`src/design/hbridge_pkg.sv`:
```
package hbridge_pkg;

    // Bus geometry
    localparam int ADDR_W = 12;
    localparam int DATA_W = 32;

    // Register byte addresses
    localparam logic [11:0] CTRL_ADDR = 12'h000;
    localparam logic [11:0] STATUS_ADDR = 12'h004;
    localparam logic [11:0] IRQ_STAT_ADDR = 12'h008;
    localparam logic [11:0] IRQ_CLR_ADDR = 12'h00c;
    localparam logic [11:0] IRQ_EN_ADDR = 12'h010;

    // Control register fields
    localparam int CTRL_DRV_A = 0;
    localparam int CTRL_DRV_B = 1;
    localparam int CTRL_DIS_HI = 2;
    localparam int CTRL_DIS_LO_N = 3;
    localparam logic [3:0] CTRL_RESET = 4'h8;

    // Status fields
    localparam int ST_UV = 0;
    localparam int ST_SHORT = 1;
    localparam int ST_OT = 2;
    localparam int ST_LIMIT = 3;
    localparam int ST_FLAG_N = 4;
    localparam int ST_DIS = 5;

    // Interrupt event bits
    localparam int EV_W = 4;
    localparam int EV_UV = 0;
    localparam int EV_SHORT = 1;
    localparam int EV_OT = 2;
    localparam int EV_LIMIT = 3;

    // Timing
    localparam int CLK_MHZ = 100;
    localparam int OFF_TIME_US = 20;
    localparam int BLANK_MIN_NS = 12000;
    localparam int BLANK_NOM_NS = 16500;
    localparam int CLK_NS = 10;
    localparam int OFF_CYCLES = OFF_TIME_US * CLK_MHZ;
    localparam int BLANK_CYCLES = (BLANK_NOM_NS + CLK_NS - 1) / CLK_NS;
    localparam int CNT_W = 16;

    // Per-output drive state
    typedef enum logic [1:0] {
        DRV_LOW,
        DRV_HIGH,
        DRV_OFF
    } drive_t;

endpackage

```
`src/design/hbridge_apb_regs.sv`:
```
`timescale 1ns/100ps
`default_nettype none

// APB slave for control, status and interrupt registers
module hbridge_apb_regs (
    // Clock and reset
    input wire logic pclk,
    input wire logic presetn,
    // APB
    input wire logic psel,
    input wire logic penable,
    input wire logic pwrite,
    input wire logic [hbridge_pkg::ADDR_W-1:0] paddr,
    input wire logic [hbridge_pkg::DATA_W-1:0] pwdata,
    output logic [hbridge_pkg::DATA_W-1:0] prdata,
    output logic pready,
    output logic pslverr,
    // Block side
    output logic [3:0] ctrl,
    input wire logic [5:0] status,
    input wire logic [hbridge_pkg::EV_W-1:0] events,
    output logic irq
);

    logic [3:0] ctrl_q;
    logic [hbridge_pkg::EV_W-1:0] ist_q;
    logic [hbridge_pkg::EV_W-1:0] ien_q;
    logic [hbridge_pkg::DATA_W-1:0] rdata_d;
    logic [hbridge_pkg::DATA_W-1:0] prdata_q;
    logic irq_q;
    logic err_d;
    logic pslverr_q;

    // Decode
    wire access = psel && penable;
    wire wr = access && pwrite;
    wire hit_ctrl = (paddr == hbridge_pkg::CTRL_ADDR);
    wire hit_stat = (paddr == hbridge_pkg::STATUS_ADDR);
    wire hit_ist = (paddr == hbridge_pkg::IRQ_STAT_ADDR);
    wire hit_clr = (paddr == hbridge_pkg::IRQ_CLR_ADDR);
    wire hit_en = (paddr == hbridge_pkg::IRQ_EN_ADDR);
    wire [hbridge_pkg::EV_W-1:0] clr_mask =
        (wr && hit_clr) ? pwdata[hbridge_pkg::EV_W-1:0] : '0;

    // Read mux; clear register reads as zero, unmapped errors
    always_comb begin
        rdata_d = '0;
        err_d = 1'b0;
        if (hit_ctrl) begin
            rdata_d[3:0] = ctrl_q;
        end else if (hit_stat) begin
            rdata_d[5:0] = status;
        end else if (hit_ist) begin
            rdata_d[hbridge_pkg::EV_W-1:0] = ist_q;
        end else if (hit_clr) begin
            rdata_d = '0;
        end else if (hit_en) begin
            rdata_d[hbridge_pkg::EV_W-1:0] = ien_q;
        end else begin
            err_d = 1'b1;
        end
    end

    // Registers; an event in the clear cycle stays set
    always_ff @(posedge pclk or negedge presetn) begin
        if (!presetn) begin
            ctrl_q <= hbridge_pkg::CTRL_RESET;
            ist_q <= '0;
            ien_q <= '0;
            prdata_q <= '0;
            pslverr_q <= 1'b0;
            irq_q <= 1'b0;
        end else begin
            if (wr && hit_ctrl) begin
                ctrl_q <= pwdata[3:0];
            end
            if (wr && hit_en) begin
                ien_q <= pwdata[hbridge_pkg::EV_W-1:0];
            end
            ist_q <= (ist_q & ~clr_mask) | events;
            prdata_q <= (psel && !penable && !pwrite) ? rdata_d : prdata_q;
            pslverr_q <= (psel && !penable) ? err_d : pslverr_q;
            irq_q <= |(((ist_q & ~clr_mask) | events) & ien_q);
        end
    end

    assign ctrl = ctrl_q;
    assign prdata = prdata_q;
    assign pslverr = pslverr_q;
    assign pready = 1'b1;
    assign irq = irq_q;

endmodule

`default_nettype wire

```
`src/design/hbridge_ctrl.sv`:
```
`timescale 1ns/100ps
`default_nettype none

// Operation
// - Each output follows its own drive input
// - Both inputs equal gives braking
// - Any disable tri-states outputs, flag low
// - Fault detection keeps running while disabled; here short detection needs an active bridge
// - Undervoltage tri-states, recovers by itself
// - Short or overtemperature latches outputs off
// - Latch cleared only by disable toggle
// - Clear on disable-high fall or disable-low rise
// - Restart after overtemp only below hysteresis
// - Fault flag is active-low open drain
// - Over-limit current is regulated, not latched
// - Limit hit gives fixed off time
// - Blanking window from each activation detects shorts
// - Blanking window about 16.5 us
// - Limit folds back hot, latch above 175 C
module hbridge_ctrl #(
    parameter int OFF_CYCLES = hbridge_pkg::OFF_CYCLES,
    parameter int BLANK_CYCLES = hbridge_pkg::BLANK_CYCLES
) (
    // Clock and reset
    input wire logic pclk,
    input wire logic presetn,
    // APB register port
    input wire logic psel,
    input wire logic penable,
    input wire logic pwrite,
    input wire logic [hbridge_pkg::ADDR_W-1:0] paddr,
    input wire logic [hbridge_pkg::DATA_W-1:0] pwdata,
    output logic [hbridge_pkg::DATA_W-1:0] prdata,
    output logic pready,
    output logic pslverr,
    // Drive and disable pins
    input wire logic drive_in_a,
    input wire logic drive_in_b,
    input wire logic disable_hi_in,
    input wire logic disable_lo_n_in,
    // Analog monitor indications
    input wire logic undervoltage,
    input wire logic over_limit,
    input wire logic short_detect,
    input wire logic over_temp,
    input wire logic temp_below_hyst,
    input wire logic temp_foldback,
    // Bridge switch controls
    output logic high_on_a,
    output logic low_on_a,
    output logic high_on_b,
    output logic low_on_b,
    output logic limit_reduce,
    // Open-drain fault flag
    output logic fault_flag_n_out,
    output logic fault_flag_n_oe,
    // Interrupt
    output logic irq
);

    // Registered pins and their previous values
    logic a_q, b_q, dh_q, dl_q, dh_prev_q, dl_prev_q;
    // Latched faults
    logic short_lat_q, ot_lat_q, ot_wait_q;
    // Output flops
    logic ha_q, la_q, hb_q, lb_q, flag_oe_q, fold_q;
    logic active_q;
    logic [3:0] ctrl;
    logic [5:0] status;
    logic [hbridge_pkg::EV_W-1:0] events;
    logic off_busy, blank_busy, uv_q, lim_ev;

    hbridge_pkg::drive_t out_a, out_b;

    // Pins OR-combined with software overrides from the control register
    wire drv_a = a_q | ctrl[hbridge_pkg::CTRL_DRV_A];
    wire drv_b = b_q | ctrl[hbridge_pkg::CTRL_DRV_B];
    wire dis_hi = dh_q | ctrl[hbridge_pkg::CTRL_DIS_HI];
    wire dis_lo_n = dl_q & ctrl[hbridge_pkg::CTRL_DIS_LO_N];

    // Disable edges that clear the latch; pins only, so software
    // overrides cannot mask the controller's toggle
    wire clear_ev = (dh_prev_q && !dh_q) || (!dl_prev_q && dl_q);
    wire disabled = dis_hi || !dis_lo_n;
    wire latched = short_lat_q || ot_lat_q || ot_wait_q;
    wire protect = latched || undervoltage;
    wire bridge_on = !protect && !disabled && !off_busy;
    wire activate = bridge_on && !active_q;
    // Short seen only inside the blanking window after activation
    wire short_hit = short_detect && blank_busy && active_q;
    wire limit_hit = over_limit && active_q && !off_busy;

    // Drive decode per output
    function automatic hbridge_pkg::drive_t decode(input logic lvl,
                                                   input logic on);
        if (!on) begin
            decode = hbridge_pkg::DRV_OFF;
        end else if (lvl) begin
            decode = hbridge_pkg::DRV_HIGH;
        end else begin
            decode = hbridge_pkg::DRV_LOW;
        end
    endfunction

    assign out_a = decode(drv_a, bridge_on);
    assign out_b = decode(drv_b, bridge_on);

    // Input registers
    always_ff @(posedge pclk or negedge presetn) begin
        if (!presetn) begin
            a_q <= 1'b0;
            b_q <= 1'b0;
            dh_q <= 1'b1;
            dl_q <= 1'b0;
            dh_prev_q <= 1'b1;
            dl_prev_q <= 1'b0;
        end else begin
            a_q <= drive_in_a;
            b_q <= drive_in_b;
            dh_q <= disable_hi_in;
            dl_q <= disable_lo_n_in;
            dh_prev_q <= dh_q;
            dl_prev_q <= dl_q;
        end
    end

    // Fault latches; overtemp detection runs regardless of disable state, short detection only while active
    always_ff @(posedge pclk or negedge presetn) begin
        if (!presetn) begin
            short_lat_q <= 1'b0;
            ot_lat_q <= 1'b0;
            ot_wait_q <= 1'b0;
            uv_q <= 1'b0;
        end else begin
            uv_q <= undervoltage;
            // New detections win over a clear in the same cycle
            if (short_hit) begin
                short_lat_q <= 1'b1;
            end else if (clear_ev) begin
                short_lat_q <= 1'b0;
            end
            if (over_temp) begin
                ot_lat_q <= 1'b1;
            end else if (clear_ev) begin
                ot_lat_q <= 1'b0;
            end
            // Cleared overtemp holds off until cooled past hysteresis
            if (over_temp) begin
                ot_wait_q <= 1'b0;
            end else if (clear_ev && ot_lat_q && !temp_below_hyst) begin
                ot_wait_q <= 1'b1;
            end else if (temp_below_hyst) begin
                ot_wait_q <= 1'b0;
            end
        end
    end

    // Off time after each limit hit, then a fresh activation
    hbridge_timer #(.W(hbridge_pkg::CNT_W)) u_off (
        .pclk(pclk),
        .presetn(presetn),
        .load(limit_hit),
        .count(hbridge_pkg::CNT_W'(OFF_CYCLES)),
        .busy(off_busy)
    );

    // Blanking window restarted at every activation
    hbridge_timer #(.W(hbridge_pkg::CNT_W)) u_blank (
        .pclk(pclk),
        .presetn(presetn),
        .load(activate),
        .count(hbridge_pkg::CNT_W'(BLANK_CYCLES)),
        .busy(blank_busy)
    );

    // Output stage flops; flag pulled low on fault or disable
    always_ff @(posedge pclk or negedge presetn) begin
        if (!presetn) begin
            ha_q <= 1'b0;
            la_q <= 1'b0;
            hb_q <= 1'b0;
            lb_q <= 1'b0;
            active_q <= 1'b0;
            flag_oe_q <= 1'b0;
            fold_q <= 1'b0;
        end else begin
            ha_q <= (out_a == hbridge_pkg::DRV_HIGH);
            la_q <= (out_a == hbridge_pkg::DRV_LOW);
            hb_q <= (out_b == hbridge_pkg::DRV_HIGH);
            lb_q <= (out_b == hbridge_pkg::DRV_LOW);
            active_q <= bridge_on;
            // Oe low means the pin is pulled low
            flag_oe_q <= !(protect || disabled);
            fold_q <= temp_foldback;
        end
    end

    assign lim_ev = limit_hit;
    assign events = {lim_ev, over_temp && !ot_lat_q,
                     short_hit && !short_lat_q, undervoltage && !uv_q};
    assign status = {disabled, flag_oe_q, off_busy, latched && ot_lat_q,
                     short_lat_q, undervoltage};

    hbridge_apb_regs u_regs (
        .pclk(pclk),
        .presetn(presetn),
        .psel(psel),
        .penable(penable),
        .pwrite(pwrite),
        .paddr(paddr),
        .pwdata(pwdata),
        .prdata(prdata),
        .pready(pready),
        .pslverr(pslverr),
        .ctrl(ctrl),
        .status(status),
        .events(events),
        .irq(irq)
    );

    assign high_on_a = ha_q;
    assign low_on_a = la_q;
    assign high_on_b = hb_q;
    assign low_on_b = lb_q;
    assign limit_reduce = fold_q;
    assign fault_flag_n_out = 1'b0;
    assign fault_flag_n_oe = flag_oe_q;

endmodule

`default_nettype wire

```
`src/design/hbridge_timer.sv`:
```
`timescale 1ns/100ps
`default_nettype none

// Down counter: load starts it, busy stays high until it reaches zero
module hbridge_timer #(
    parameter int W = 16
) (
    // Clock and reset
    input wire logic pclk,
    input wire logic presetn,
    // Control
    input wire logic load,
    input wire logic [W-1:0] count,
    // State
    output logic busy
);

    logic [W-1:0] cnt_q;

    // Reload wins over counting so a retrigger restarts the window
    always_ff @(posedge pclk or negedge presetn) begin
        if (!presetn) begin
            cnt_q <= '0;
        end else if (load) begin
            cnt_q <= count;
        end else if (cnt_q != '0) begin
            cnt_q <= cnt_q - 1'b1;
        end
    end

    assign busy = (cnt_q != '0);

endmodule

`default_nettype wire

```
`config.mk`:
```
export PLATFORM = sky130hd
export DESIGN_NAME = hbridge_ctrl
export DESIGN_NICKNAME = d
export VERILOG_FILES = /design/src/design/hbridge_pkg.sv /design/src/design/hbridge_apb_regs.sv /design/src/design/hbridge_ctrl.sv /design/src/design/hbridge_timer.sv
export SDC_FILE = /design/constraint.sdc
export NUM_CORES = 1
export LEC_CHECK = 0
export ABC_CLOCK_PERIOD_IN_PS = 2200
export BUFFER_PORTS_ARGS = -buffer_cell sky130_fd_sc_hd__buf_2
export CAP_MARGIN = 25
export CORE_MARGIN = 5
export CORE_UTILIZATION = 52
export DETAILED_ROUTE_END_ITERATION = 7
export HOLD_SLACK_MARGIN = 0.1
export PLACE_DENSITY_LB_ADDON = 0.12
export SYNTH_ARGS = -nofsm -noshare
export SYNTH_HDL_FRONTEND = slang
export SYNTH_SLANG_ARGS = --single-unit
export TNS_END_PERCENT = 50
```
`constraint.sdc`:
```
create_clock -name pclk -period 2.2 [get_ports pclk]
set_input_delay 0.33 -clock pclk [delete_from_list [all_inputs] [get_ports pclk]]
set_output_delay 0.33 -clock pclk [all_outputs]
set_load 0.01 [all_outputs]
```
---- Yosys cells after proc, flatten, opt, wreduce, memory -nomap -nowiden ----
Index checks and enable logic that the tools add are counted.
word-level totals
  register bits ........................... 95
  input bits .............................. 59
  output and inout port bits .............. 42
  word-level logic and storage cells ...... 120
cells by class
  add/subtract/negate cells ............... 2
  equality and inequality tests ........... 6
  muxes and demuxes ....................... 26
  bitwise operators ....................... 8
  reductions and logical operators ........ 53
operator list
  kind                                                                    count
  16-bit 2-to-1 mux                                                       4
  16-bit nonzero test                                                     2
  16-bit by 1-bit subtractor with 16-bit output, second input constant    2
  12-bit by 4-bit equality test with 1-bit output, second input constant  2
  1-bit logical AND                                                       22
  4-bit 2-to-1 mux                                                        5
  1-bit zero test                                                         14
  1-bit 2-to-1 mux                                                        13
  12-bit by 3-bit equality test with 1-bit output, second input constant  1
  12-bit by 5-bit equality test with 1-bit output, second input constant  1
  12-bit zero test                                                        1
  4-bit bitwise AND                                                       2
  2-bit nonzero test                                                      4
  1-bit logical OR                                                        6
  2-bit 2-to-1 mux                                                        3
  6-bit 2-to-1 mux                                                        1
  2-bit by 1-bit equality test with 1-bit output, second input constant   2
  2-bit zero test                                                         2
  4-bit NOT                                                               1
  4-bit bitwise OR                                                        1
  4-bit OR reduction                                                      1
  1-bit bitwise OR                                                        3
  3-bit nonzero test                                                      1
  1-bit bitwise AND                                                       1

---- Depth between registers and ports, before layout ----
Gate-level depths: netlist (run 1).
  word-level depth ........................ 9
  depth in mapped cells ................... 8
  depth with buffers taken out ............ 7

---- Modules after synthesis ----
A second synthesis (run 1) with hierarchy kept.
unflattened totals
  cell total of the unflattened synthesis .. 398
  area total of the unflattened synthesis .. 3936.3 sq um
modules (own cells, without submodules)
  module                   times used  cells an instance  area each (sq um)  sequential area each (sq um)
  hbridge_apb_regs         1           139                1325.0             501.7
  hbridge_timer (u_blank)  1           105                1007.2             400.4
  hbridge_timer (u_off)    1           105                991.0              400.4
  hbridge_ctrl             1           49                 613.1              427.9

---- Worst setup path after synthesis (run 1) ----
No wires, ideal clock.
  kind .................................... flip-flop to flip-flop
  from .................................... register u_blank.cnt_q[0]
  to ...................................... register u_regs.irq_q, in the netlist u_regs.irq
  setup time .............................. 0.133 ns
  data arrival time ....................... 1.654 ns
  required time ........................... 2.067 ns
  setup slack ............................. 0.412 ns
  cell stages (with the launch flop) ...... 8
  path buffers ............................ 0
  clock period less this slack ............ 1.788 ns
  cell sequence ........................... dfrtp_1 > inv_1 > ha_1 > nor4b_1 > nand4_2 > nand3_1 > a2bb2oi_1 > nand4_1
between the ends
  word-level cells in the longest chain between the ends .. 7
ends and longest elaborated chain
  element                          RTL line                RTL
  start, declared                  hbridge_timer.sv:18     logic [W-1:0] cnt_q;
  start signal, assigned           hbridge_timer.sv:25     cnt_q <= count;
  start signal, assigned           hbridge_timer.sv:27     cnt_q <= cnt_q - 1'b1;
  16-bit nonzero test              hbridge_timer.sv:31     assign busy = (cnt_q != '0);
  1-bit logical AND (2 in series)  hbridge_ctrl.sv:90      wire short_hit = short_detect && blank_busy && active_q;
  1-bit logical AND                hbridge_ctrl.sv:200     short_hit && !short_lat_q, undervoltage && !uv_q};
  4-bit bitwise OR                 hbridge_apb_regs.sv:83  irq_q <= |(((ist_q & ~clr_mask) | events) & ien_q);
  4-bit bitwise AND                hbridge_apb_regs.sv:83
  4-bit OR reduction               hbridge_apb_regs.sv:83
  end signal, assigned             hbridge_apb_regs.sv:83
  end, declared                    hbridge_apb_regs.sv:30  logic irq_q;
No other way between the ends.
A chain may end at the register's enable or synchronous reset.

---- Worst setup path in the final report (run 1) ----
  from .................................... register u_off.cnt_q[0]
  to ...................................... register u_regs.prdata_q, in the netlist u_regs.prdata[3]
between the ends
  word-level cells in the longest chain between the ends .. 3
ends and longest elaborated chain
  element                 RTL line                RTL
  start, declared         hbridge_timer.sv:18
  start signal, assigned  hbridge_timer.sv:25
  start signal, assigned  hbridge_timer.sv:27
  16-bit nonzero test     hbridge_timer.sv:31
  6-bit 2-to-1 mux        hbridge_apb_regs.sv:51  end else if (hit_stat) begin
  4-bit 2-to-1 mux        hbridge_apb_regs.sv:49  if (hit_ctrl) begin
  end signal, assigned    hbridge_apb_regs.sv:81  prdata_q <= (psel && !penable && !pwrite) ? rdata_d : prdata_q;
  end, declared           hbridge_apb_regs.sv:29  logic [hbridge_pkg::DATA_W-1:0] prdata_q;
No other way between the ends.

==> metrics.yaml, run 1 <==
clock_network:
  cts_tree: "built"
  clk_pin_slew_worst_paths_ps: 70
  cts.sinks: 69
  cts-root-buf: "clkbuf_8"
  cts_resized: 0
  clkLatencyLatePin_ps: 340
  post_cts_buffers: 0
  clockBufferDepth: 2
  numCtsBuffers: 9
  cts.htree.levels: 3
critical_path:
  critPathRequiredTime_ps: 2420
  cp_data_arrival_time_ps: 2260
  rr_worst_depth: 8
  crit_fanout: 5
  start_kind: "register"
  reg2reg_from: "u_off.cnt_q[0]"
  path_class: "reg -> reg"
  worstReg2RegEnd: "u_regs.prdata[3]"
  reg2reg_slack_ps: 160
  end_kind: "register"
global_route:
  overflow: 0
  grt_pass1_vias: 2539
  antenna_found_initial: 0
  grt_pass1_wl_mm: 12.41
  grt_usage_pct: 18.47
  grt_max_degree: 42
synth:
  yosysSeqAreaShare_pct: 49.15
  ys_warn_count: 0
  synth_seq_cells: 69
  synth_area_leader_cell: "dfrtp_1"
  synth_mux_area_share_pct: 3.412
  synth_top_area_share_pct: 46.91
  postSynthCellCount: 341
  synth_top_family_by_area: "simple AND/OR/NAND/NOR gates"
  synth-xor-area-share_pct: 3.731
  synthSimpleGateAreaFrac_pct: 25.91
  async_flop_share_pct: 100.0
  synth_edf_count: 0
  synth_cell_types: 60
  synth-compound-area-share_pct: 8.600
  syn_avg_cell_area_um2: 10.33
  ys_top_cells_by_area: "dfrtp_1 (47%), buf_4 (6.0%), nand2_1 (3.8%)"
  yosys.area_share.adder_pct: 1.066
  synth_ff_type: "dfrtp_1"
  syn_area_um2: 3521
timing:
  fin_worst_skew_ps: 8.670
  setup_violations: 0
  finalHoldViolCount: 0
  finalSetupTns_ps: 0
  fin_crit_ps: 2039
  post-route-period-util_pct: 92.67
  rsz0062_at_grt: "false"
  max_slew_margin_pct: 65.52
  whs_ps: 136.6
  drv_slew: 0
  worstMarginPinSlew_ps: 512.4
  fmax_mhz: 490.5
final_layout:
  nFillCells: 558
  antenna_cells: 0
  drive_above_1_share_pct: 24.15
  syn2layout_area_growth_pct: 15.32
  finalNetCount: 467
  fin_cells: 490
route:
  wl_per_cell_um: 14.58
  vias: 2571
  via_per_inst: 5.247
  route.antenna.remaining_nets: 0
  dr.pass1.iters: 5
  wl_mm: 7.143
  drc: 0
  drtIter0Drc: 213
hold_path:
  hold_class: "in -> reg"
  hp-start: "temp_below_hyst"
  hold_end: "ot_wait_q"
  holdPathStages: 2
floorplanning:
  start_util_pct: 52.70
  num_io_pins: 101
  dieHeight_um: 92.29
  coreArea_um2: 6681
  die_w_um: 92.29
  rows: 30
  die_area_um2: 8517
run:
  max-cap-violations: 0
placed_design:
  gp_congestion: 0.8697
  place.detailed.hpwl_mm: 5.263
  placedCellCount: 468
  port_buffers: 44
power:
  powerDensity_nw_per_um2: 631.4
  ir_drop_uv: 559.9
  p_leak_uw: 0.001922
run_status:
  outcome: "complete, no violations"
==> stage by stage <==
| step | util, % | worst slack (ps) | power, µW | area [µm²] |
|---|---|---|---|---|
| after floorplan | - | 412.5 | 1400 | 3618 |
| final | 60.77 | 161.3 | 2563 | 4060 |
| after CTS | 60.77 | 189.5 | 2603 | 4060 |
| after global routing | 60.77 | 8.634 | 2688 | 4060 |
| after detailed placement | 56.52 | 169.1 | 1434 | 3776 |
| after global placement | 56.52 | 190.3 | 1433 | 3776 |
==> critical path, cell delays in order (launching register included) <==
cell and delay, ps:
dfrtp_1 410, inv_1 90, ha_1 170, nor4b_1 370, nand4_1 150, buf_4 200
a22o_1 210, a21oi_1 220, o31ai_1 100
==> per-layer routing <==
layer	global-route usage [%]	wire length, µm
met5	0	0
met1	25.40	3282
met3	5.414	346
met2	28.41	3429
met4	5.322	84
==> cell families (layout without fill, tap and decap cells) <==
| group | after synthesis | in the layout |
|---|---|---|
| AOI/OAI and AO/OA | 48 | 48 |
| other | 2 | 28 |
| DFF | 69 | 69 |
| adders and majority gates | 3 | 3 |
| xor gates and xnor gates | 15 | 15 |
| and+or+nand+nor | 149 | 149 |
| muxes | 11 | 11 |
| buffers and inverters | 44 | 87 |
==> final cells by class <==
class | instances | area [µm²] | share of cell area [%]
flip-flops and latches | 69 | 1730 | 42.62
multi-input cells | 254 | 1609 | 39.63
repair buffers | 60 | 355.3 | 8.752
clock buffers | 10 | 137.6 | 3.390
well taps | 80 | 100.1 | 2.465
clock inverters | 6 | 86.33 | 2.126
inverters | 11 | 41.29 | 1.017
==> Yosys cell counts, types with 3 or more instances <==
cell type	count
dfrtp_1	66
and3_1	3
ha_1	3
buf_4	28
xor2_1	12
nor2b_1	5
a22oi_1	4
nand4b_1	3
mux2i_1	3
xnor2_1	3
or2_2	3
a21oi_1	7
nand3_1	13
a21o_1	3
o31ai_1	6
mux2_1	4
nor4_4	3
mux2_2	4
nor4_2	4
nand2_1	36
inv_1	11
a31oi_1	3
nand4_1	3
nor2_1	30
nor3_1	13
clkbuf_1	3
o22ai_1	3
dfstp_2	3
nor4_1	3
o21ai_0	14
==> worst max-delay path by stage <==
stage / end / startpoint / cells past startpoint
2_1_floorplan: u_regs.irq / u_blank.cnt_q[0] / 7
3_3_place_gp: u_regs.ctrl[1] / paddr[11] / 5
3_5_place_dp: u_regs.ctrl[2] / paddr[11] / 5
4_1_cts: u_regs.prdata[3] / u_off.cnt_q[0] / 8
5_1_grt: u_regs.irq / u_blank.cnt_q[0] / 7
6_report: u_regs.prdata[3] / u_off.cnt_q[0] / 8
==> cells in the final DEF (no fill, tap or decap), types with 4 or more instances in the layout <==
master         count
dfrtp_1           66
buf_2             44
nand2_1           36
nor2_1            30
conb_1            28
o21ai_0           14
nor3_1            13
nand3_1           13
xor2_1            12
inv_1             11
clkbuf_8          10
buf_4             10
a21oi_1            7
o31ai_1            6
dlygate4sd3_1      6
nor2b_1            5
nor4_2             4
a22oi_1            4
mux2_2             4
mux2_1             4
==> sequential cells by signal, indices dropped and copies added, names as in the netlist, 4 cells and up <==
register / flops
u_regs.ien_q: 4
u_regs.ist_q: 4
u_regs.ctrl: 4
u_off.cnt_q: 16
u_blank.cnt_q: 16
u_regs.prdata: 6
==> repair_timing <==
| item | in CTS | in global routing |
|---|---|---|
| setup endpoints to repair | 0 | 0 |
| hold buffers | 6 | 0 |
| endpoints found under the hold margin | 71 | 0 |
==> report_power, final <==
group	leakage, µW	internal, µW	switching, µW
Combinational	0.000973	44.2	84.6
Sequential	0.000836	1280	7.70
Clock	0.000112	667	479
Total	0.00192	1990	571
Note: power is estimated with default switching activity, not from simulation.
==> run 2: changes to the inputs <==
--- a/config.mk
+++ b/config.mk
@@ -5,14 +5,15 @@
 export SDC_FILE = /design/constraint.sdc
 export NUM_CORES = 1
 export LEC_CHECK = 0
-export ABC_CLOCK_PERIOD_IN_PS = 2200
+export ABC_CLOCK_PERIOD_IN_PS = 2500
 export BUFFER_PORTS_ARGS = -buffer_cell sky130_fd_sc_hd__buf_2
 export CAP_MARGIN = 25
 export CORE_MARGIN = 5
-export CORE_UTILIZATION = 52
+export CORE_UTILIZATION = 56
 export DETAILED_ROUTE_END_ITERATION = 7
 export HOLD_SLACK_MARGIN = 0.1
 export PLACE_DENSITY_LB_ADDON = 0.12
+export SLEW_MARGIN = 15
 export SYNTH_ARGS = -nofsm -noshare
 export SYNTH_HDL_FRONTEND = slang
 export SYNTH_SLANG_ARGS = --single-unit
==> constraint.sdc (replaced) <==
create_clock -name pclk -period 2.5 [get_ports pclk]
set_input_delay 0.375 -clock pclk [delete_from_list [all_inputs] [get_ports pclk]]
set_output_delay 0.375 -clock pclk [all_outputs]
set_load 0.01 [all_outputs]
==> metrics.yaml, run 2 (synthesis gave the netlist of run 1 again) <==
power:
  comb_power_share_pct: 4.6
  p_leak_uw: 0.001888
  p_clk_share_pct: 47.0
  p_switching_uw: 492.4
  seqPwrFrac_pct: 48.4
  ir_drop_uv: 765.9
  internal_power_uw: 1850
  powerDensity_nw_per_um2: 585.3
  switching_share_pct: 21.02
route:
  wl_mm: 6.744
  dr.pass1.iters: 4
  drtIter0Drc: 174
  route.antenna.remaining_nets: 0
  vias: 2553
  wl_per_cell_um: 14.20
  via_per_inst: 5.375
  drc: 0
clock_network:
  cts-root-buf: "clkbuf_8"
  post_cts_buffers: 0
  cts_tree: "built"
  clkLatencyLatePin_ps: 340
  cts_resized: 0
  numCtsBuffers: 9
  clockBufferDepth: 2
  clk_pin_slew_worst_paths_ps: 70
  cts.sinks: 69
  cts.htree.levels: 3
  cts-hold-fix-buffers: 1
final_layout:
  drive_above_1_share_pct: 23.50
  register_area_um2: 1730
  syn2layout_area_growth_pct: 13.68
  nFillCells: 506
  antenna_cells: 0
  final_common_cell: "dfrtp_1"
  multi_input_area_um2: 1609
  finalNetCount: 457
  layout_common_cells: "dfrtp_1 (66), buf_2 (44), nand2_1 (36)"
timing:
  finalHoldViolCount: 0
  post-route-period-util_pct: 82.72
  drv_slew: 0
  fin_worst_skew_ps: 6.975
  fin_crit_ps: 2068
  fmax_mhz: 483.5
  setup_violations: 0
  setup_slack_ps: 431.9
  rsz0062_at_grt: "false"
  worstMarginPinSlew_ps: 549.5
  max_slew_margin_pct: 63.03
  finalSetupTns_ps: 0
critical_path:
  cp_slowest_cell: "dfrtp_1"
  crit_fanout: 5
  critPathRequiredTime_ps: 2720
  reg2reg_slack_ps: 430
  cp-startpoint: "u_off.cnt_q[0]"
  critical_path.endpoint: "u_regs.prdata[3]"
  reg2reg_from: "u_off.cnt_q[0]"
  cp_data_arrival_time_ps: 2280
  cp_slowest_stage_delay_ps: 400
  worstReg2RegEnd: "u_regs.prdata[3]"
  end_kind: "register"
  path_class: "reg -> reg"
  start_kind: "register"
  crit_chain: "inv_1 -> ha_1 -> nor4b_1 -> nand4_1 -> a22o_1 -> a21oi_1 -> o31ai_1"
  rr_worst_depth: 7
placed_design:
  port_buffers: 44
  pre_cts_ws_ps: 473.3
  place.detailed.hpwl_mm: 4.899
  gp_congestion: 0.8671
global_route:
  grt_usage_pct: 18.24
  antenna_found_initial: 0
  overflow: 0
  grt_max_degree: 70
  grt_pass1_wl_mm: 11.16
  grt_pass1_vias: 2381
floorplanning:
  dieHeight_um: 89.29
  num_io_pins: 101
  die_w_um: 89.29
  start_util_pct: 58.43
  coreArea_um2: 6026
  die_area_um2: 7973
  rows: 28
run_status:
  outcome: "complete, no violations"
run:
  max-cap-violations: 0
hold_path:
  hold_class: "in -> reg"
## run 2: layout make-up
type / instances / share of cell area, %
sequential: 69 / 43.23
timing repair buffer: 50 / 7.002
clock inverter: 6 / 2.751
multi-input combinational: 254 / 40.20
tap: 75 / 2.344
inverter: 11 / 1.032
clock buffer: 10 / 3.439
## run 2: worst max-delay path: cells and delay by family, from the launching register on
kind | cells | cell delay (ps)
fa+ha+maj | 1 | 160
flops | 1 | 400
compound gates | 3 | 590
simple gates | 2 | 710
buf+inv | 1 | 90
## run 2: worst min-delay path by stage
stage / depth (start not counted) / to / slack [ps] / from
2_1_floorplan: 0 / a_q / 80 / presetn
3_3_place_gp: 0 / dh_prev_q / 370 / dh_q
3_5_place_dp: 0 / dh_prev_q / 370 / dh_q
4_1_cts: 1 / dh_q / 110 / disable_hi_in
5_1_grt: 1 / dh_q / 110 / disable_hi_in
6_report: 1 / dh_q / 130 / disable_hi_in
## run 2: per-layer routing
| metal | track usage (%) | share of wire, % | vias to the layer above |
|---|---|---|---|
| li1 | - | - | 1266 |
| met2 | 27.93 | 46 | 74 |
| met5 | 0 | 0 | - |
| met4 | 7.037 | 1.6 | 0 |
| met1 | 24.84 | 45 | 1203 |
| met3 | 4.885 | 7.4 | 10 |
## run 2: through the flow
stage / area (µm²) / hold slack, ps / std cells / power, µW / utilization, %
finish: 4003 / 132.6 / 475 / 2343 / 66.42
global route: 4003 / 108.9 / 475 / 2445 / 66.42
CTS: 4003 / 112.3 / 475 / 2373 / 66.42
detailed placement: 3745 / 370.4 / 458 / 1262 / 62.15
global placement: 3745 / 367.4 / 458 / 1261 / 62.15
floorplan: 3618 / 79.41 / 367 / 1232 / -
## run 2: power by group through the flow
stage	clock (µW)	combinational, µW	sequential (µW)
floorplan	0	75.9	1160
global placement	0	106	1160
detailed placement	0	107	1160
global route	1190	124	1140
finish	1100	108	1130
CTS	1130	108	1130
